==> config.mk <==
export PLATFORM = sky130hd
export DESIGN_NAME = mop_top
export DESIGN_NICKNAME = d
export VERILOG_FILES = /design/src/design/mop_pkg.sv /design/src/design/mop_accum.sv /design/src/design/mop_sync.sv /design/src/design/mop_top.sv
export SDC_FILE = /design/constraint.sdc
export NUM_CORES = 2
export LEC_CHECK = 0
export ABC_AREA = 1
export BUFFER_PORTS_ARGS = -buffer_cell sky130_fd_sc_hd__buf_2
export CORE_MARGIN = 5
export CORE_UTILIZATION = 25
export DETAILED_ROUTE_END_ITERATION = 8
export PLACE_DENSITY = 0.42
export SYNTH_ARGS = -nofsm -noshare
export SYNTH_HDL_FRONTEND = slang
export SYNTH_SLANG_ARGS = --single-unit
==> constraint.sdc <==
create_clock -name CLK_SYS -period 21.6 [get_ports CLK_SYS]
set_clock_uncertainty 0.05 [all_clocks]
set_input_delay 4.32 -clock CLK_SYS [delete_from_list [all_inputs] [get_ports CLK_SYS]]
set_output_delay 4.32 -clock CLK_SYS [all_outputs]
set_load 0.01 [all_outputs]
==> src/design/mop_pkg.sv <==
// mop_pkg: constants, codes and helpers of the motor overload protection block
// assumes a 100 MHz system clock; currents in 0.01 A, frequency in 0.01 Hz,
// resistance in 0.01 kohm
package mop_pkg;
   // ****************
   // timing
   // ****************
   localparam int          CLK_MHZ     = 100;
   localparam int          SAMPLE_US   = 1000;
   localparam int          SAMPLE_CYC  = SAMPLE_US * CLK_MHZ;
   // ****************
   // register offsets
   // ****************
   localparam logic [7:0]  A_PRIM      = 8'h00;
   localparam logic [7:0]  A_SEC       = 8'h04;
   localparam logic [7:0]  A_RESLVL    = 8'h08;
   localparam logic [7:0]  A_SAM       = 8'h0C;
   localparam logic [7:0]  A_AMS       = 8'h10;
   localparam logic [7:0]  A_CARRIER   = 8'h14;
   localparam logic [7:0]  A_RATED     = 8'h18;
   localparam logic [7:0]  A_OSEL      = 8'h1C;
   localparam logic [7:0]  A_ITSEL     = 8'h20;
   localparam logic [7:0]  A_STATUS    = 8'h40;
   localparam logic [7:0]  A_ACC1      = 8'h44;
   localparam logic [7:0]  A_ACC2      = 8'h48;
   localparam logic [7:0]  A_ACCT      = 8'h4C;
   localparam logic [7:0]  A_RES       = 8'h50;
   localparam int          N_IN        = 5;
   // ****************
   // setting codes and reset values
   // ****************
   localparam logic [15:0] SET_OFF     = 16'hFFFF;
   localparam logic [15:0] SAM_OFF     = 16'h270F;
   localparam logic [15:0] CUR_MAX     = 16'hC350;
   localparam logic [15:0] RES_MIN     = 16'h0032;
   localparam logic [15:0] RES_MAX     = 16'h0BB8;
   localparam logic [15:0] RATED_RST   = 16'h01F4;
   localparam logic [7:0]  AMS_RST     = 8'h00;
   localparam logic [3:0]  CARRIER_RST = 4'h1;
   localparam logic [7:0]  FN_RT       = 8'h03;
   localparam logic [7:0]  FN_OH       = 8'h07;
   localparam logic [7:0]  FN_THP      = 8'h08;
   localparam logic [7:0]  FN_THP_N    = 8'h6C;
   localparam logic [15:0] CT_KNEE     = 16'h0258;
   localparam logic [15:0] STD_KNEE    = 16'h0BB8;
   localparam logic [15:0] MOTOR_K     = 16'h0400;
   localparam logic [15:0] TR_K_BASE   = 16'h0800;
   localparam logic [15:0] TR_K_STEP   = 16'h0040;
   localparam logic [6:0]  WARN_PCT    = 7'h55;
   localparam logic [6:0]  FULL_PCT    = 7'h64;
   localparam logic [7:0]  DIS_RATIO   = 8'h14;
   typedef enum logic [7:0] {
      FLT_NONE  = 8'h00,
      FLT_MOTOR = 8'h01,
      FLT_TRANS = 8'h02,
      FLT_EXT   = 8'h03,
      FLT_RES   = 8'h04
   } mop_fault_t;
   typedef enum logic {MOP_RUN = 1'b0, MOP_TRIP = 1'b1} mop_state_t;
   // acc reached pct percent of lim
   function automatic logic pct_reached(input logic [31:0] acc, input logic [31:0] lim,
                                        input logic [6:0] pct);
      pct_reached = (39'(acc) * 39'(FULL_PCT)) >= (39'(lim) * 39'(pct));
   endfunction : pct_reached
   // zero, or 5 % of rated or less
   function automatic logic too_small(input logic [15:0] set, input logic [15:0] rated);
      too_small = (24'(set) * 24'(DIS_RATIO)) <= 24'(rated);
   endfunction : too_small
endpackage : mop_pkg

==> src/design/mop_accum.sv <==
// mop_accum: one saturating overload accumulator
// assumes tick is a one-cycle pulse once per sample period
`timescale 1ns/10ps
module mop_accum import mop_pkg::*; (
   input  wire logic        clk,
   input  wire logic        rst_n,
   input  wire logic        en,
   input  wire logic        tick,
   input  wire logic [15:0] cur,
   input  wire logic [15:0] set,
   input  wire logic [15:0] k,
   output logic      [31:0] acc_q,
   output logic             warn,
   output logic             full
);
   logic [31:0] lim;
   logic [32:0] up;
   logic [31:0] dn;
   assign lim = 32'(set) * 32'(k);
   assign up  = 33'(acc_q) + 33'(cur - set);
   assign dn  = 32'(set - cur);
   // excess over the setting heats, shortfall cools
   always_ff @(posedge clk or negedge rst_n) begin
      if (!rst_n) begin
         acc_q <= 32'h0000_0000;
      end else if (!en) begin
         acc_q <= 32'h0000_0000;
      end else if (tick) begin
         if (cur >= set) begin
            acc_q <= up[32] ? 32'hFFFF_FFFF : up[31:0];
         end else begin
            acc_q <= (acc_q > dn) ? acc_q - dn : 32'h0000_0000;
         end
      end
   end
   assign warn = en && pct_reached(acc_q, lim, WARN_PCT);
   assign full = en && pct_reached(acc_q, lim, FULL_PCT);
endmodule : mop_accum

==> src/design/mop_sync.sv <==
// mop_sync: two-flop synchroniser for pin inputs
// assumes asynchronous inputs and one system clock
`timescale 1ns/10ps
module mop_sync #(parameter int W = 1) (
   input  wire logic         clk,
   input  wire logic         rst_n,
   input  wire logic [W-1:0] d,
   output logic      [W-1:0] q
);
   logic [W-1:0] s1_q;
   always_ff @(posedge clk or negedge rst_n) begin
      if (!rst_n) begin
         s1_q <= '0;
         q    <= '0;
      end else begin
         s1_q <= d;
         q    <= s1_q;
      end
   end
endmodule : mop_sync

==> src/design/mop_top.sv <==
// mop_top: motor overload protection with two motor accumulators,
// output transistor accumulator, external relay and thermistor trips
// assumes current, frequency and resistance come from logic on CLK_SYS
//
// Overview of operation
// - zero primary setting disables first accumulator
// - transistor protection stays active except while the reset input is pending
// - setting at 5% rated or less disables
// - trip clears only on reset
// - second-set select uses secondary setting, or primary when secondary is off
// - input function code 3 is second-set select
// - active motor integrates actual current
// - inactive enabled motor integrates zero current
// - accumulator held off when setting invalid
// - second accumulator enable conditions
// - 85 percent raises warning and prealarm
// - 100 percent trips with overload fault
// - warning alone never trips
// - warning on output code 8 or 108
// - external relay trips with overheat fault
// - input function code 7 is relay
// - thermistor level reached trips
// - thermistor enabled frees analog input
// - resistance readable only when thermistor enabled
// - higher carrier shortens transistor protection
// - constant-torque motor keeps full low-speed torque
// - constant-torque curve only from 6 Hz
// - thermistor level 0.5 to 30 kohm
`timescale 1ns/10ps
module mop_top import mop_pkg::*; #(
   parameter int SAMPLE_CYCLES = SAMPLE_CYC
) (
   input  wire logic        CLK_SYS,
   input  wire logic        RST_N,
   input  wire logic [7:0]  REG_ADDR,
   input  wire logic [31:0] REG_WDATA,
   input  wire logic        REG_WR,
   input  wire logic        REG_RD,
   output logic      [31:0] REG_RDATA,
   input  wire logic [4:0]  IN_TERM,
   input  wire logic        RESET_IN,
   input  wire logic [15:0] OUT_CURRENT,
   input  wire logic [15:0] OUT_FREQ,
   input  wire logic [15:0] RES_MEAS,
   output logic      [1:0]  OUT_TERM,
   output logic             PREALARM_DISPLAY,
   output logic             TRIP,
   output logic      [7:0]  FAULT_CODE,
   output logic             ANALOG2_FREQ_EN
);
   // ****************
   // declarations
   // ****************
   logic [15:0] prim_q;
   logic [15:0] sec_q;
   logic [15:0] reslvl_q;
   logic [15:0] sam_q;
   logic [7:0]  ams_q;
   logic [3:0]  carrier_q;
   logic [15:0] rated_q;
   logic [7:0]  osel_a_q;
   logic [7:0]  osel_b_q;
   logic [7:0]  itsel_q [N_IN];
   logic [31:0] rdata_q;
   logic [4:0]  in_s;
   logic        rst_in_s;
   logic        rt;
   logic        oh;
   logic        en1;
   logic        en2;
   logic        sel2;
   logic [15:0] sec_set;
   logic [15:0] set1;
   logic [15:0] set2;
   logic [15:0] cur1;
   logic [15:0] cur2;
   logic [15:0] k_t;
   logic [31:0] acc1;
   logic [31:0] acc2;
   logic [31:0] acct;
   logic        warn1;
   logic        warn2;
   logic        full1;
   logic        full2;
   logic        full_t;
   logic        warn;
   logic        ptc_en;
   logic        ptc_trip;
   logic        itsel_hit;
   logic [2:0]  itsel_idx;
   mop_fault_t  cause;
   mop_fault_t  fault_q;
   mop_state_t  st_q;
   logic [31:0] cnt_q;
   logic        tick_q;
   logic [1:0]  out_q;
   logic        pre_q;
   logic        an2_q;

   // ****************
   // helpers
   // ****************
   function automatic logic is_ct(input logic [7:0] code);
      is_ct = (code == 8'h01) || (code == 8'h0D) || (code == 8'h32) || (code == 8'h35);
   endfunction : is_ct
   // low speed reduces cooling, so the usable setting drops below the knee
   // frequency is an argument so that the continuous assigns follow it
   function automatic logic [15:0] derate(input logic [15:0] set, input logic ct, input logic [15:0] freq);
      logic [15:0] knee;
      knee   = ct ? CT_KNEE : STD_KNEE;
      derate = (freq < knee) ? set - (set >> 2) : set;
   endfunction : derate
   function automatic logic term_drive(input logic [7:0] fsel, input logic w);
      term_drive = (fsel == FN_THP) ? w : (fsel == FN_THP_N) ? !w : 1'b0;
   endfunction : term_drive

   // ****************
   // pin synchronisers
   // ****************
   mop_sync #(.W(5)) u_sync_in (
      .clk   (CLK_SYS),
      .rst_n (RST_N),
      .d     (IN_TERM),
      .q     (in_s)
   );
   mop_sync #(.W(1)) u_sync_rst (
      .clk   (CLK_SYS),
      .rst_n (RST_N),
      .d     (RESET_IN),
      .q     (rst_in_s)
   );

   // ****************
   // register writes
   // ****************
   assign itsel_hit = (REG_ADDR >= A_ITSEL) && (REG_ADDR < A_ITSEL + 8'h14)
                      && (REG_ADDR[1:0] == 2'h0);
   assign itsel_idx = 3'((REG_ADDR - A_ITSEL) >> 2);

   always_ff @(posedge CLK_SYS or negedge RST_N) begin
      if (!RST_N) begin
         prim_q    <= RATED_RST;
         sec_q     <= SET_OFF;
         reslvl_q  <= SET_OFF;
         sam_q     <= SAM_OFF;
         ams_q     <= AMS_RST;
         carrier_q <= CARRIER_RST;
         rated_q   <= RATED_RST;
         osel_a_q  <= 8'h00;
         osel_b_q  <= 8'h00;
      end else if (REG_WR) begin
         case (REG_ADDR)
            A_PRIM: begin
               if (REG_WDATA[15:0] <= CUR_MAX) prim_q <= REG_WDATA[15:0];
            end
            A_SEC: begin
               if (REG_WDATA[15:0] <= CUR_MAX || REG_WDATA[15:0] == SET_OFF) sec_q <= REG_WDATA[15:0];
            end
            A_RESLVL: begin
               if ((REG_WDATA[15:0] >= RES_MIN && REG_WDATA[15:0] <= RES_MAX)
                   || REG_WDATA[15:0] == SET_OFF) reslvl_q <= REG_WDATA[15:0];
            end
            A_SAM:     sam_q     <= REG_WDATA[15:0];
            A_AMS:     ams_q     <= REG_WDATA[7:0];
            A_CARRIER: carrier_q <= REG_WDATA[3:0];
            A_RATED:   rated_q   <= REG_WDATA[15:0];
            A_OSEL: begin
               osel_a_q <= REG_WDATA[7:0];
               osel_b_q <= REG_WDATA[15:8];
            end
            default: ;
         endcase
      end
   end

   always_ff @(posedge CLK_SYS or negedge RST_N) begin
      if (!RST_N) begin
         for (int i = 0; i < N_IN; i++) itsel_q[i] <= 8'h00;
      end else if (REG_WR && itsel_hit) begin
         itsel_q[itsel_idx] <= REG_WDATA[7:0];
      end
   end

   // ****************
   // register reads
   // ****************
   always_ff @(posedge CLK_SYS or negedge RST_N) begin
      if (!RST_N) begin
         rdata_q <= 32'h0000_0000;
      end else if (!REG_RD) begin
         rdata_q <= 32'h0000_0000;
      end else if (itsel_hit) begin
         rdata_q <= {24'h000000, itsel_q[itsel_idx]};
      end else begin
         case (REG_ADDR)
            A_PRIM:    rdata_q <= {16'h0000, prim_q};
            A_SEC:     rdata_q <= {16'h0000, sec_q};
            A_RESLVL:  rdata_q <= {16'h0000, reslvl_q};
            A_SAM:     rdata_q <= {16'h0000, sam_q};
            A_AMS:     rdata_q <= {24'h000000, ams_q};
            A_CARRIER: rdata_q <= {28'h0000000, carrier_q};
            A_RATED:   rdata_q <= {16'h0000, rated_q};
            A_OSEL:    rdata_q <= {16'h0000, osel_b_q, osel_a_q};
            A_STATUS:  rdata_q <= {16'h0000, fault_q, 1'b0, ptc_en, en2, en1, oh, rt, warn, st_q};
            A_ACC1:    rdata_q <= acc1;
            A_ACC2:    rdata_q <= acc2;
            A_ACCT:    rdata_q <= acct;
            A_RES:     rdata_q <= ptc_en ? {16'h0000, RES_MEAS} : 32'h0000_0000;
            default:   rdata_q <= 32'h0000_0000;
         endcase
      end
   end
   assign REG_RDATA = rdata_q;

   // ****************
   // terminal functions
   // ****************
   always_comb begin
      rt = 1'b0;
      oh = 1'b0;
      for (int i = 0; i < N_IN; i++) begin
         if (itsel_q[i] == FN_RT && in_s[i]) rt = 1'b1;
         if (itsel_q[i] == FN_OH && in_s[i]) oh = 1'b1;
      end
   end

   // ****************
   // accumulator selection
   // ****************
   // a pending reset input also clears the accumulators
   assign en1     = !too_small(prim_q, rated_q) && !rst_in_s;
   assign sec_set = (sec_q == SET_OFF) ? prim_q : sec_q;
   assign en2     = ((sec_q == SET_OFF) ? (sam_q != SAM_OFF) : 1'b1)
                    && !too_small(sec_set, rated_q) && !rst_in_s;
   // select follows the pin whenever a second set is configured, even a disabled one
   assign sel2    = rt && ((sec_q != SET_OFF) || (sam_q != SAM_OFF));
   assign set1    = derate(prim_q, is_ct(ams_q), OUT_FREQ);
   assign set2    = derate(sec_set, (sam_q != SAM_OFF) ? is_ct(sam_q[7:0]) : is_ct(ams_q), OUT_FREQ);
   assign cur1    = sel2 ? 16'h0000 : OUT_CURRENT;
   assign cur2    = sel2 ? OUT_CURRENT : 16'h0000;
   assign k_t     = TR_K_BASE - 16'(carrier_q) * TR_K_STEP;

   // ****************
   // sample tick
   // ****************
   always_ff @(posedge CLK_SYS or negedge RST_N) begin
      if (!RST_N) begin
         cnt_q  <= 32'h0000_0000;
         tick_q <= 1'b0;
      end else if (cnt_q == 32'(SAMPLE_CYCLES - 1)) begin
         cnt_q  <= 32'h0000_0000;
         tick_q <= 1'b1;
      end else begin
         cnt_q  <= cnt_q + 32'h0000_0001;
         tick_q <= 1'b0;
      end
   end

   mop_accum u_acc1 (
      .clk   (CLK_SYS),
      .rst_n (RST_N),
      .en    (en1),
      .tick  (tick_q),
      .cur   (cur1),
      .set   (set1),
      .k     (MOTOR_K),
      .acc_q (acc1),
      .warn  (warn1),
      .full  (full1)
   );
   mop_accum u_acc2 (
      .clk   (CLK_SYS),
      .rst_n (RST_N),
      .en    (en2),
      .tick  (tick_q),
      .cur   (cur2),
      .set   (set2),
      .k     (MOTOR_K),
      .acc_q (acc2),
      .warn  (warn2),
      .full  (full2)
   );
   // transistor guard ignores the motor settings entirely
   mop_accum u_acct (
      .clk   (CLK_SYS),
      .rst_n (RST_N),
      .en    (!rst_in_s),
      .tick  (tick_q),
      .cur   (OUT_CURRENT),
      .set   (rated_q),
      .k     (k_t),
      .acc_q (acct),
      .warn  (),
      .full  (full_t)
   );

   // ****************
   // trip and fault
   // ****************
   assign warn     = sel2 ? warn2 : warn1;
   assign ptc_en   = reslvl_q != SET_OFF;
   assign ptc_trip = ptc_en && (RES_MEAS >= reslvl_q);

   // warn is deliberately absent from the causes
   always_comb begin
      cause = FLT_NONE;
      if (full1 || full2) begin
         cause = FLT_MOTOR;
      end else if (full_t) begin
         cause = FLT_TRANS;
      end else if (oh) begin
         cause = FLT_EXT;
      end else if (ptc_trip) begin
         cause = FLT_RES;
      end
   end

   // first fault is kept until a reset; later causes are not recorded
   always_ff @(posedge CLK_SYS or negedge RST_N) begin
      if (!RST_N) begin
         st_q    <= MOP_RUN;
         fault_q <= FLT_NONE;
      end else begin
         case (st_q)
            MOP_RUN: begin
               if (cause != FLT_NONE) begin
                  st_q    <= MOP_TRIP;
                  fault_q <= cause;
               end
            end
            MOP_TRIP: begin
               if (rst_in_s) begin
                  st_q    <= MOP_RUN;
                  fault_q <= FLT_NONE;
               end
            end
            default: begin
               st_q    <= MOP_RUN;
               fault_q <= FLT_NONE;
            end
         endcase
      end
   end

   // ****************
   // outputs
   // ****************
   always_ff @(posedge CLK_SYS or negedge RST_N) begin
      if (!RST_N) begin
         out_q <= 2'h0;
         pre_q <= 1'b0;
         an2_q <= 1'b1;
      end else begin
         out_q <= {term_drive(osel_b_q, warn), term_drive(osel_a_q, warn)};
         pre_q <= warn;
         an2_q <= !ptc_en;
      end
   end
   assign OUT_TERM         = out_q;
   assign PREALARM_DISPLAY = pre_q;
   assign TRIP             = st_q;
   assign FAULT_CODE       = fault_q;
   assign ANALOG2_FREQ_EN  = an2_q;
endmodule : mop_top

# Yosys cells after proc, flatten, opt, wreduce, memory -nomap -nowiden
# Index checks and enable logic that the tools add are counted.
# op_classes
eq_ne,44
bitwise,2
n_lt_le_gt_ge,23
mul,11
n_reduce_logical,53
muxes,61
n_addsub,17
# ops
operator,n
32-bit 2-to-1 mux,18
32-bit one-hot mux with 13 select lines,1
39-bit greater-or-equal comparator,5
"32-bit by 5-bit multiplier with 37-bit output, second input constant",4
16-bit by 16-bit subtractor with 17-bit output,6
32-bit by 33-bit adder with 33-bit output,3
32-bit greater-than comparator,3
16-bit 2-to-1 mux,6
32-bit subtractor,3
16-bit greater-or-equal comparator,4
"8-bit by 7-bit == test with 1-bit output, second input constant",7
"8-bit by 3-bit == test with 1-bit output, second input constant",6
"8-bit by 4-bit == test with 1-bit output, second input constant",6
"16-bit by 7-bit multiplier with 23-bit output, second input constant",2
21-bit by 16-bit less-or-equal comparator with 1-bit output,2
"16-bit by 5-bit multiplier with 21-bit output, second input constant",2
40-bit bitwise mux,1
"8-bit by 2-bit == test with 1-bit output, second input constant",5
8-bit 2-to-1 mux,5
"16-bit by 3-bit multiplier with 19-bit output, second input constant",2
"32-bit by 1-bit adder with 32-bit output, second input constant",1
"16-bit == test, second input constant",2
"32-bit by 17-bit == test with 1-bit output, second input constant",1
"8-bit by 5-bit == test with 1-bit output, second input constant",4
other kinds (36),112
# totals
output_inout_bits,45
register_bits,334
wordCells,240

# Logic depth before layout (Yosys ltp)
# logic_depth
word_depth,16
mapped_depth,59
mapped_depth_nobuf,57

# Hierarchy
# Synthesis repeated with hierarchy kept, for this count alone.
# hier_totals
hier_cells,16197
area_unflattened_um2,108750.6
# by_module_without_submodules
module,cells_each,seq_area_each_um2,area_each_um2,instances
mop_accum (u_acc2),4656,800.8,30773.3,1
mop_accum (u_acc1),4664,800.8,30764.5,1
mop_accum (u_acct),4565,800.8,30454.2,1
mop_top,2300,5597.9,16458.3,1
mop_sync (u_sync_in),10,250.2,250.2,1
mop_sync (u_sync_rst),2,50.0,50.0,1

# Least setup slack after synthesis
# OpenSTA, ideal clock, no wires.
# synth_path
path_type,input-to-reg
start,in OUT_FREQ[5]
end,reg rdata_q[1] (netlist: REG_RDATA[1])
path_buffers,1
t_required_ps,21437
setup_slack_ps,10727
arrival_ps,10710
cell_stages,42
cell_sequence,ha_1 -> a31o_2 -> a21oi_1 -> nor2_1 -> o2111ai_1 -> nand2_1 -> inv_1 -> clkbuf_1 -> nand2_1 -> nand2_1 -> inv_1 -> ha_1 -> fa_1 -> ha_1 -> fa_1 -> ha_1 -> a21oi_1 -> o21ai_0 -> [... 6 more ...] -> nand2_1 -> nand2_1 -> xor2_1 -> ha_1 -> nand2_1 -> nor2_1 -> nand2_1 -> o211ai_1 -> a31oi_1 -> a21oi_1 -> nor2_1 -> nand3_1 -> nand3_1 -> nand2_1 -> nand2_1 -> nand3_1 -> nand2_1 -> inv_1
# synth_between
elab_chain_cells,9
# synth_lines
item,line_no,rtl
"start, declared",mop_top.sv:43,"input wire logic [15:0] OUT_FREQ,"
16-bit by 12-bit less-than comparator with 1-bit output,mop_top.sv:111,derate = (freq < knee) ? set - (set >> 2) : set;
16-bit 2-to-1 mux,mop_top.sv:111,
16-bit by 7-bit multiplier with 23-bit output,mop_pkg.sv:63,pct_reached = (39'(acc) * 39'(FULL_PCT)) >= (39'(lim) * 39'(pct));
39-bit greater-or-equal comparator,mop_pkg.sv:63,
1-bit logical AND,mop_accum.sv:36,"assign warn = en && pct_reached(acc_q, lim, WARN_PCT);"
1-bit 2-to-1 mux *,mop_top.sv:300,assign warn = sel2 ? warn2 : warn1;
via warn,mop_top.sv:86,logic warn;
32-bit one-hot mux with 13 select lines *,mop_top.sv:195,case (REG_ADDR)
32-bit 2-to-1 mux *,mop_top.sv:192,end else if (itsel_hit) begin
32-bit 2-to-1 mux *,mop_top.sv:190,end else if (!REG_RD) begin
"end signal, assigned",mop_top.sv:193,"rdata_q <= {24'h000000, itsel_q[itsel_idx]};"
"end signal, assigned",mop_top.sv:196,"A_PRIM: rdata_q <= {16'h0000, prim_q};"
"end signal, assigned",mop_top.sv:197,"A_SEC: rdata_q <= {16'h0000, sec_q};"
"end, declared",mop_top.sv:64,logic [31:0] rdata_q;
# The timed path passes the listed nets; every way through them passes the cells marked *.
# A chain may end at the register's enable or synchronous reset.

# Worst setup path in the final report
# Ends and elaborated chain as after synthesis.

==> results.json <==
{
  "ff2ff_path_depth": 52,
  "overall_routing_resource_usage": 0.184,
  "drt.antenna.violating_nets": 0,
  "timing_worst_slew_pin_value_ps": 1140,
  "worst_setup_hold_path_clk_slew_ps": 60,
  "grt_pass1_wl_mm": 372,
  "post_cts_resize_count": 0,
  "place_hpwl_mm": 214,
  "vdd_ir_drop_max_mv": 0.0640,
  "post_synth_inst_count": 8931,
  "grt_start_max_net_pins": 151,
  "synth_edf_count": 0,
  "post_drt_wl_per_cell_um": 20.1,
  "multi_input_area_sq_mm": 0.0481,
  "start_util": 0.250,
  "asyncSetResetFlopFracSynth": 1.00,
  "remaining_drc_errors": 0,
  "cap_violations": 0,
  "clock_tree.htree_level_count": 2,
  "min_period_over_period": 0.579,
  "gpl.final_weighted_congestion": 0.925,
  "finalHoldViolations": 0,
  "critPathCaptureType": "flip-flop",
  "cts_hold_repair.buffers": 0,
  "grt_util_met1": 0.255,
  "fillCellCount": 28156,
  "cell_at_the_root_of_the_clock_tree": "sky130_fd_sc_hd__clkbuf_16",
  "dr.pass1.iters": 7,
  "fin_nets": 10582,
  "grt.met3_usage": 0.0294,
  "synth_mux_area_frac": 0,
  "port_buffers": 118,
  "placement_rows": 185,
  "vias_per_cell": 4.80,
  "layout_min_cycle_time_ps": 12500,
  "hold_path_startpoint": "u_sync_in.s1_q[0]",
  "hold-path-endpoint": "u_sync_in.q[0]",
  "postSynthRegisterBits": 329,
  "cts_sink_cnt": 329,
  "path_class": "in -> reg",
  "synth_seq_area_share": 0.131,
  "timing.critical_path.fanout_max": 16,
  "core_sq_mm": 0.253,
  "report.final.setup_viol": 0,
  "achievable_frequency_mhz": 80.0,
  "required_ps": 22100,
  "tritoncts": "done",
  "drv_slew": 0,
  "worstSkewPairLatency_ps": 660,
  "floorplan.die_area_sq_mm": 0.264,
  "dieWidth_um": 514,
  "number_of_vias_after_detailed_routing": 59600,
  "ys.flop_type": "sky130_fd_sc_hd__dfrtp_1",
  "critical-path-max-stage-delay_ps": 550,
  "cts-buffers-inserted": 46,
  "die_height_um": 514,
  "post_route_cells_drive_above_1_share": 0.0534,
  "ios": 143,
  "detailedRoute.firstIterationViolations": 4124,
  "mappedNetlistArea_sq_mm": 0.0635,
  "post_synthesis_cell_type_count": 96,
  "synth_xor_area_frac": 0.0672,
  "cts_buffer_depth": 3,
  "synth_top_family_by_area": "adder cells",
  "critPathMostFrequentCell": "sky130_fd_sc_hd__nand2_1",
  "global_route.usage.met2": 0.284,
  "area_growth_pct": 9.63,
  "number_of_global_route_vias_before_repair": 58865,
  "cts_setup_buffers": 0,
  "yosys_warnings": 0,
  "timing.reg2reg.setup_slack_ps": 10170,
  "grt_antenna_before_repair": 28,
  "synthSimpleGateAreaFrac": 0.201,
  "seq_area_sq_mm": 0.00830,
  "start_of_the_worst_register_to_register_path": "carrier_q[0]",
  "setup_tns_ps": 0,
  "worst_setup_path_start_kind": "input port",
  "cp.arrival_ps": 13010,
  "hp-class": "reg -> reg",
  "report.power.total_mw": 3.99,
  "synth_fa_ha_area_frac": 0.322,
  "routed_wirelength_mm": 250,
  "holdPathStages": 0,
  "r2r-end": "FAULT_CODE[0]",
  "slew_headroom": 0.238,
  "share_of_the_synthesized_area_in_compound_gates_ao_oa_aoi_oai": 0.168,
  "cp_slowest_cell": "sky130_fd_sc_hd__fa_1",
  "busiest_grt_layer": "met2",
  "power.density_mw_per_mm2": 57.3,
  "rsz0062_at_grt": "false",
  "leakage_nw": 37.6,
  "run_status": "complete, no violations",
  "syn_avg_cell_area_sq_um": 7.11,
  "grt_remaining_overflow": 0
}
-- worst max path at each step --
stage          slack [ps]        start      endpoint
3_5_place_dp         8450  OUT_FREQ[5]  REG_RDATA[1]
2_1_floorplan       10730  OUT_FREQ[5]  REG_RDATA[1]
3_3_place_gp         8370  OUT_FREQ[5]  REG_RDATA[1]
4_1_cts              9130  OUT_FREQ[5]  REG_RDATA[1]
6_report             9100  OUT_FREQ[5]  REG_RDATA[1]
5_1_grt              8470  OUT_FREQ[5]  REG_RDATA[1]
-- through the flow --
step           setup WS (ps)  cell area (sq um)   util  instances  hold WS (ps)
6_report                9100              69600  0.274      12416           299
5_1_grt                 8470              69500  0.274      12406           310
4_1_cts                 9130              69500  0.274      12397           302
3_5_place_dp            8450              67800  0.268      12311           290
3_3_place_gp            8370              67800  0.268      12311           282
2_1_floorplan          10730              63500      -       8935           281
-- synth_stat cells, types with 103 or more instances --
cell                      instances  area [sq um]
sky130_fd_sc_hd__nand3_1        304          1520
sky130_fd_sc_hd__fa_1           241          4820
sky130_fd_sc_hd__xnor2_1        179          1570
sky130_fd_sc_hd__ha_1          1250         15600
sky130_fd_sc_hd__nor3_1         111           556
sky130_fd_sc_hd__o21ai_0        525          2630
sky130_fd_sc_hd__nand2_1       1677          6290
sky130_fd_sc_hd__dfrtp_1        275          6880
sky130_fd_sc_hd__inv_1         1638          6150
sky130_fd_sc_hd__nor2_1         630          2360
sky130_fd_sc_hd__a21oi_1        680          3400
sky130_fd_sc_hd__xor2_1         302          2650
sky130_fd_sc_hd__nand4_1        103           644
-- logic make-up after synthesis --
logic type	count (synthesis)
simple gates	3008
buf+inv	1815
compound gates	1803
fa+ha+maj	1491
xor+xnor	484
flops	329
other cells	1
-- cells in the final DEF (no fill, tap or decap), types with 19 or more instances in the layout --
cell type                      n
sky130_fd_sc_hd__fa_1        241
sky130_fd_sc_hd__ha_1       1250
sky130_fd_sc_hd__a31oi_1      54
sky130_fd_sc_hd__o21bai_1     37
sky130_fd_sc_hd__nand4_1     103
sky130_fd_sc_hd__nand3_1     304
sky130_fd_sc_hd__diode_2      19
sky130_fd_sc_hd__a21o_1       46
sky130_fd_sc_hd__nor2_1      630
sky130_fd_sc_hd__nor3_1      111
sky130_fd_sc_hd__o31ai_1      25
sky130_fd_sc_hd__dfrtp_1     275
sky130_fd_sc_hd__a21oi_1     680
sky130_fd_sc_hd__inv_2        21
sky130_fd_sc_hd__o22ai_1      69
sky130_fd_sc_hd__xor2_1      302
sky130_fd_sc_hd__nor4_1       50
sky130_fd_sc_hd__o21ai_1      73
sky130_fd_sc_hd__buf_4        41
sky130_fd_sc_hd__inv_1      1638
sky130_fd_sc_hd__buf_2       117
sky130_fd_sc_hd__xnor2_1     179
sky130_fd_sc_hd__o211ai_1     53
sky130_fd_sc_hd__o21ai_2      32
sky130_fd_sc_hd__clkbuf_16    46
sky130_fd_sc_hd__o21a_1       31
sky130_fd_sc_hd__nand2_2      24
sky130_fd_sc_hd__a221oi_1     35
sky130_fd_sc_hd__dfstp_2      54
sky130_fd_sc_hd__nand2_1    1677
sky130_fd_sc_hd__o21ai_0     523
-- state kept, by name (all words and copies together), names as in the netlist, 2 cells and up --
name / count
FAULT_CODE: 3
OUT_TERM: 2
REG_RDATA: 32
ams_q: 8
carrier_q: 4
cnt_q: 32
itsel_q: 40
osel_a_q: 8
osel_b_q: 8
prim_q: 16
rated_q: 16
reslvl_q: 16
sam_q: 16
sec_q: 16
u_acc1.acc_q: 32
u_acc2.acc_q: 32
u_acct.acc_q: 32
u_sync_in.q: 5
u_sync_in.s1_q: 5
-- routing by layer --
layer / wire length [um] / share of wire
met5: 82 / 0.00033
met4: 11700 / 0.047
met3: 14000 / 0.056
met2: 107000 / 0.43
met1: 117000 / 0.47
-- cell type report --
cell class | count | share of cell area
repair buffers | 160 | 0.0133
clock inverters | 22 | 0.00631
multi-input cells | 6791 | 0.692
diodes | 19 | 0.000683
inverters | 1665 | 0.0899
flip-flops and latches | 329 | 0.119
well taps | 3366 | 0.0605
clock buffers | 64 | 0.0182
-- power by group --
| group | internal [mW] | leakage [nW] | total, mW | switching, mW |
|---|---|---|---|---|
| logic | 0.799 | 32.5 | 2.37 | 1.57 |
| clock network | 0.536 | 0.825 | 0.886 | 0.350 |
| registers | 0.654 | 4.29 | 0.731 | 0.0775 |
-- worst max-delay path: cells and delay by family --
family | cells | cell delay [ps]
compound gates | 12 | 2020
xor+xnor | 1 | 220
fa+ha+maj | 7 | 2880
buf+inv | 5 | 1060
simple gates | 18 | 2480
(Power assumes the default switching activity.)
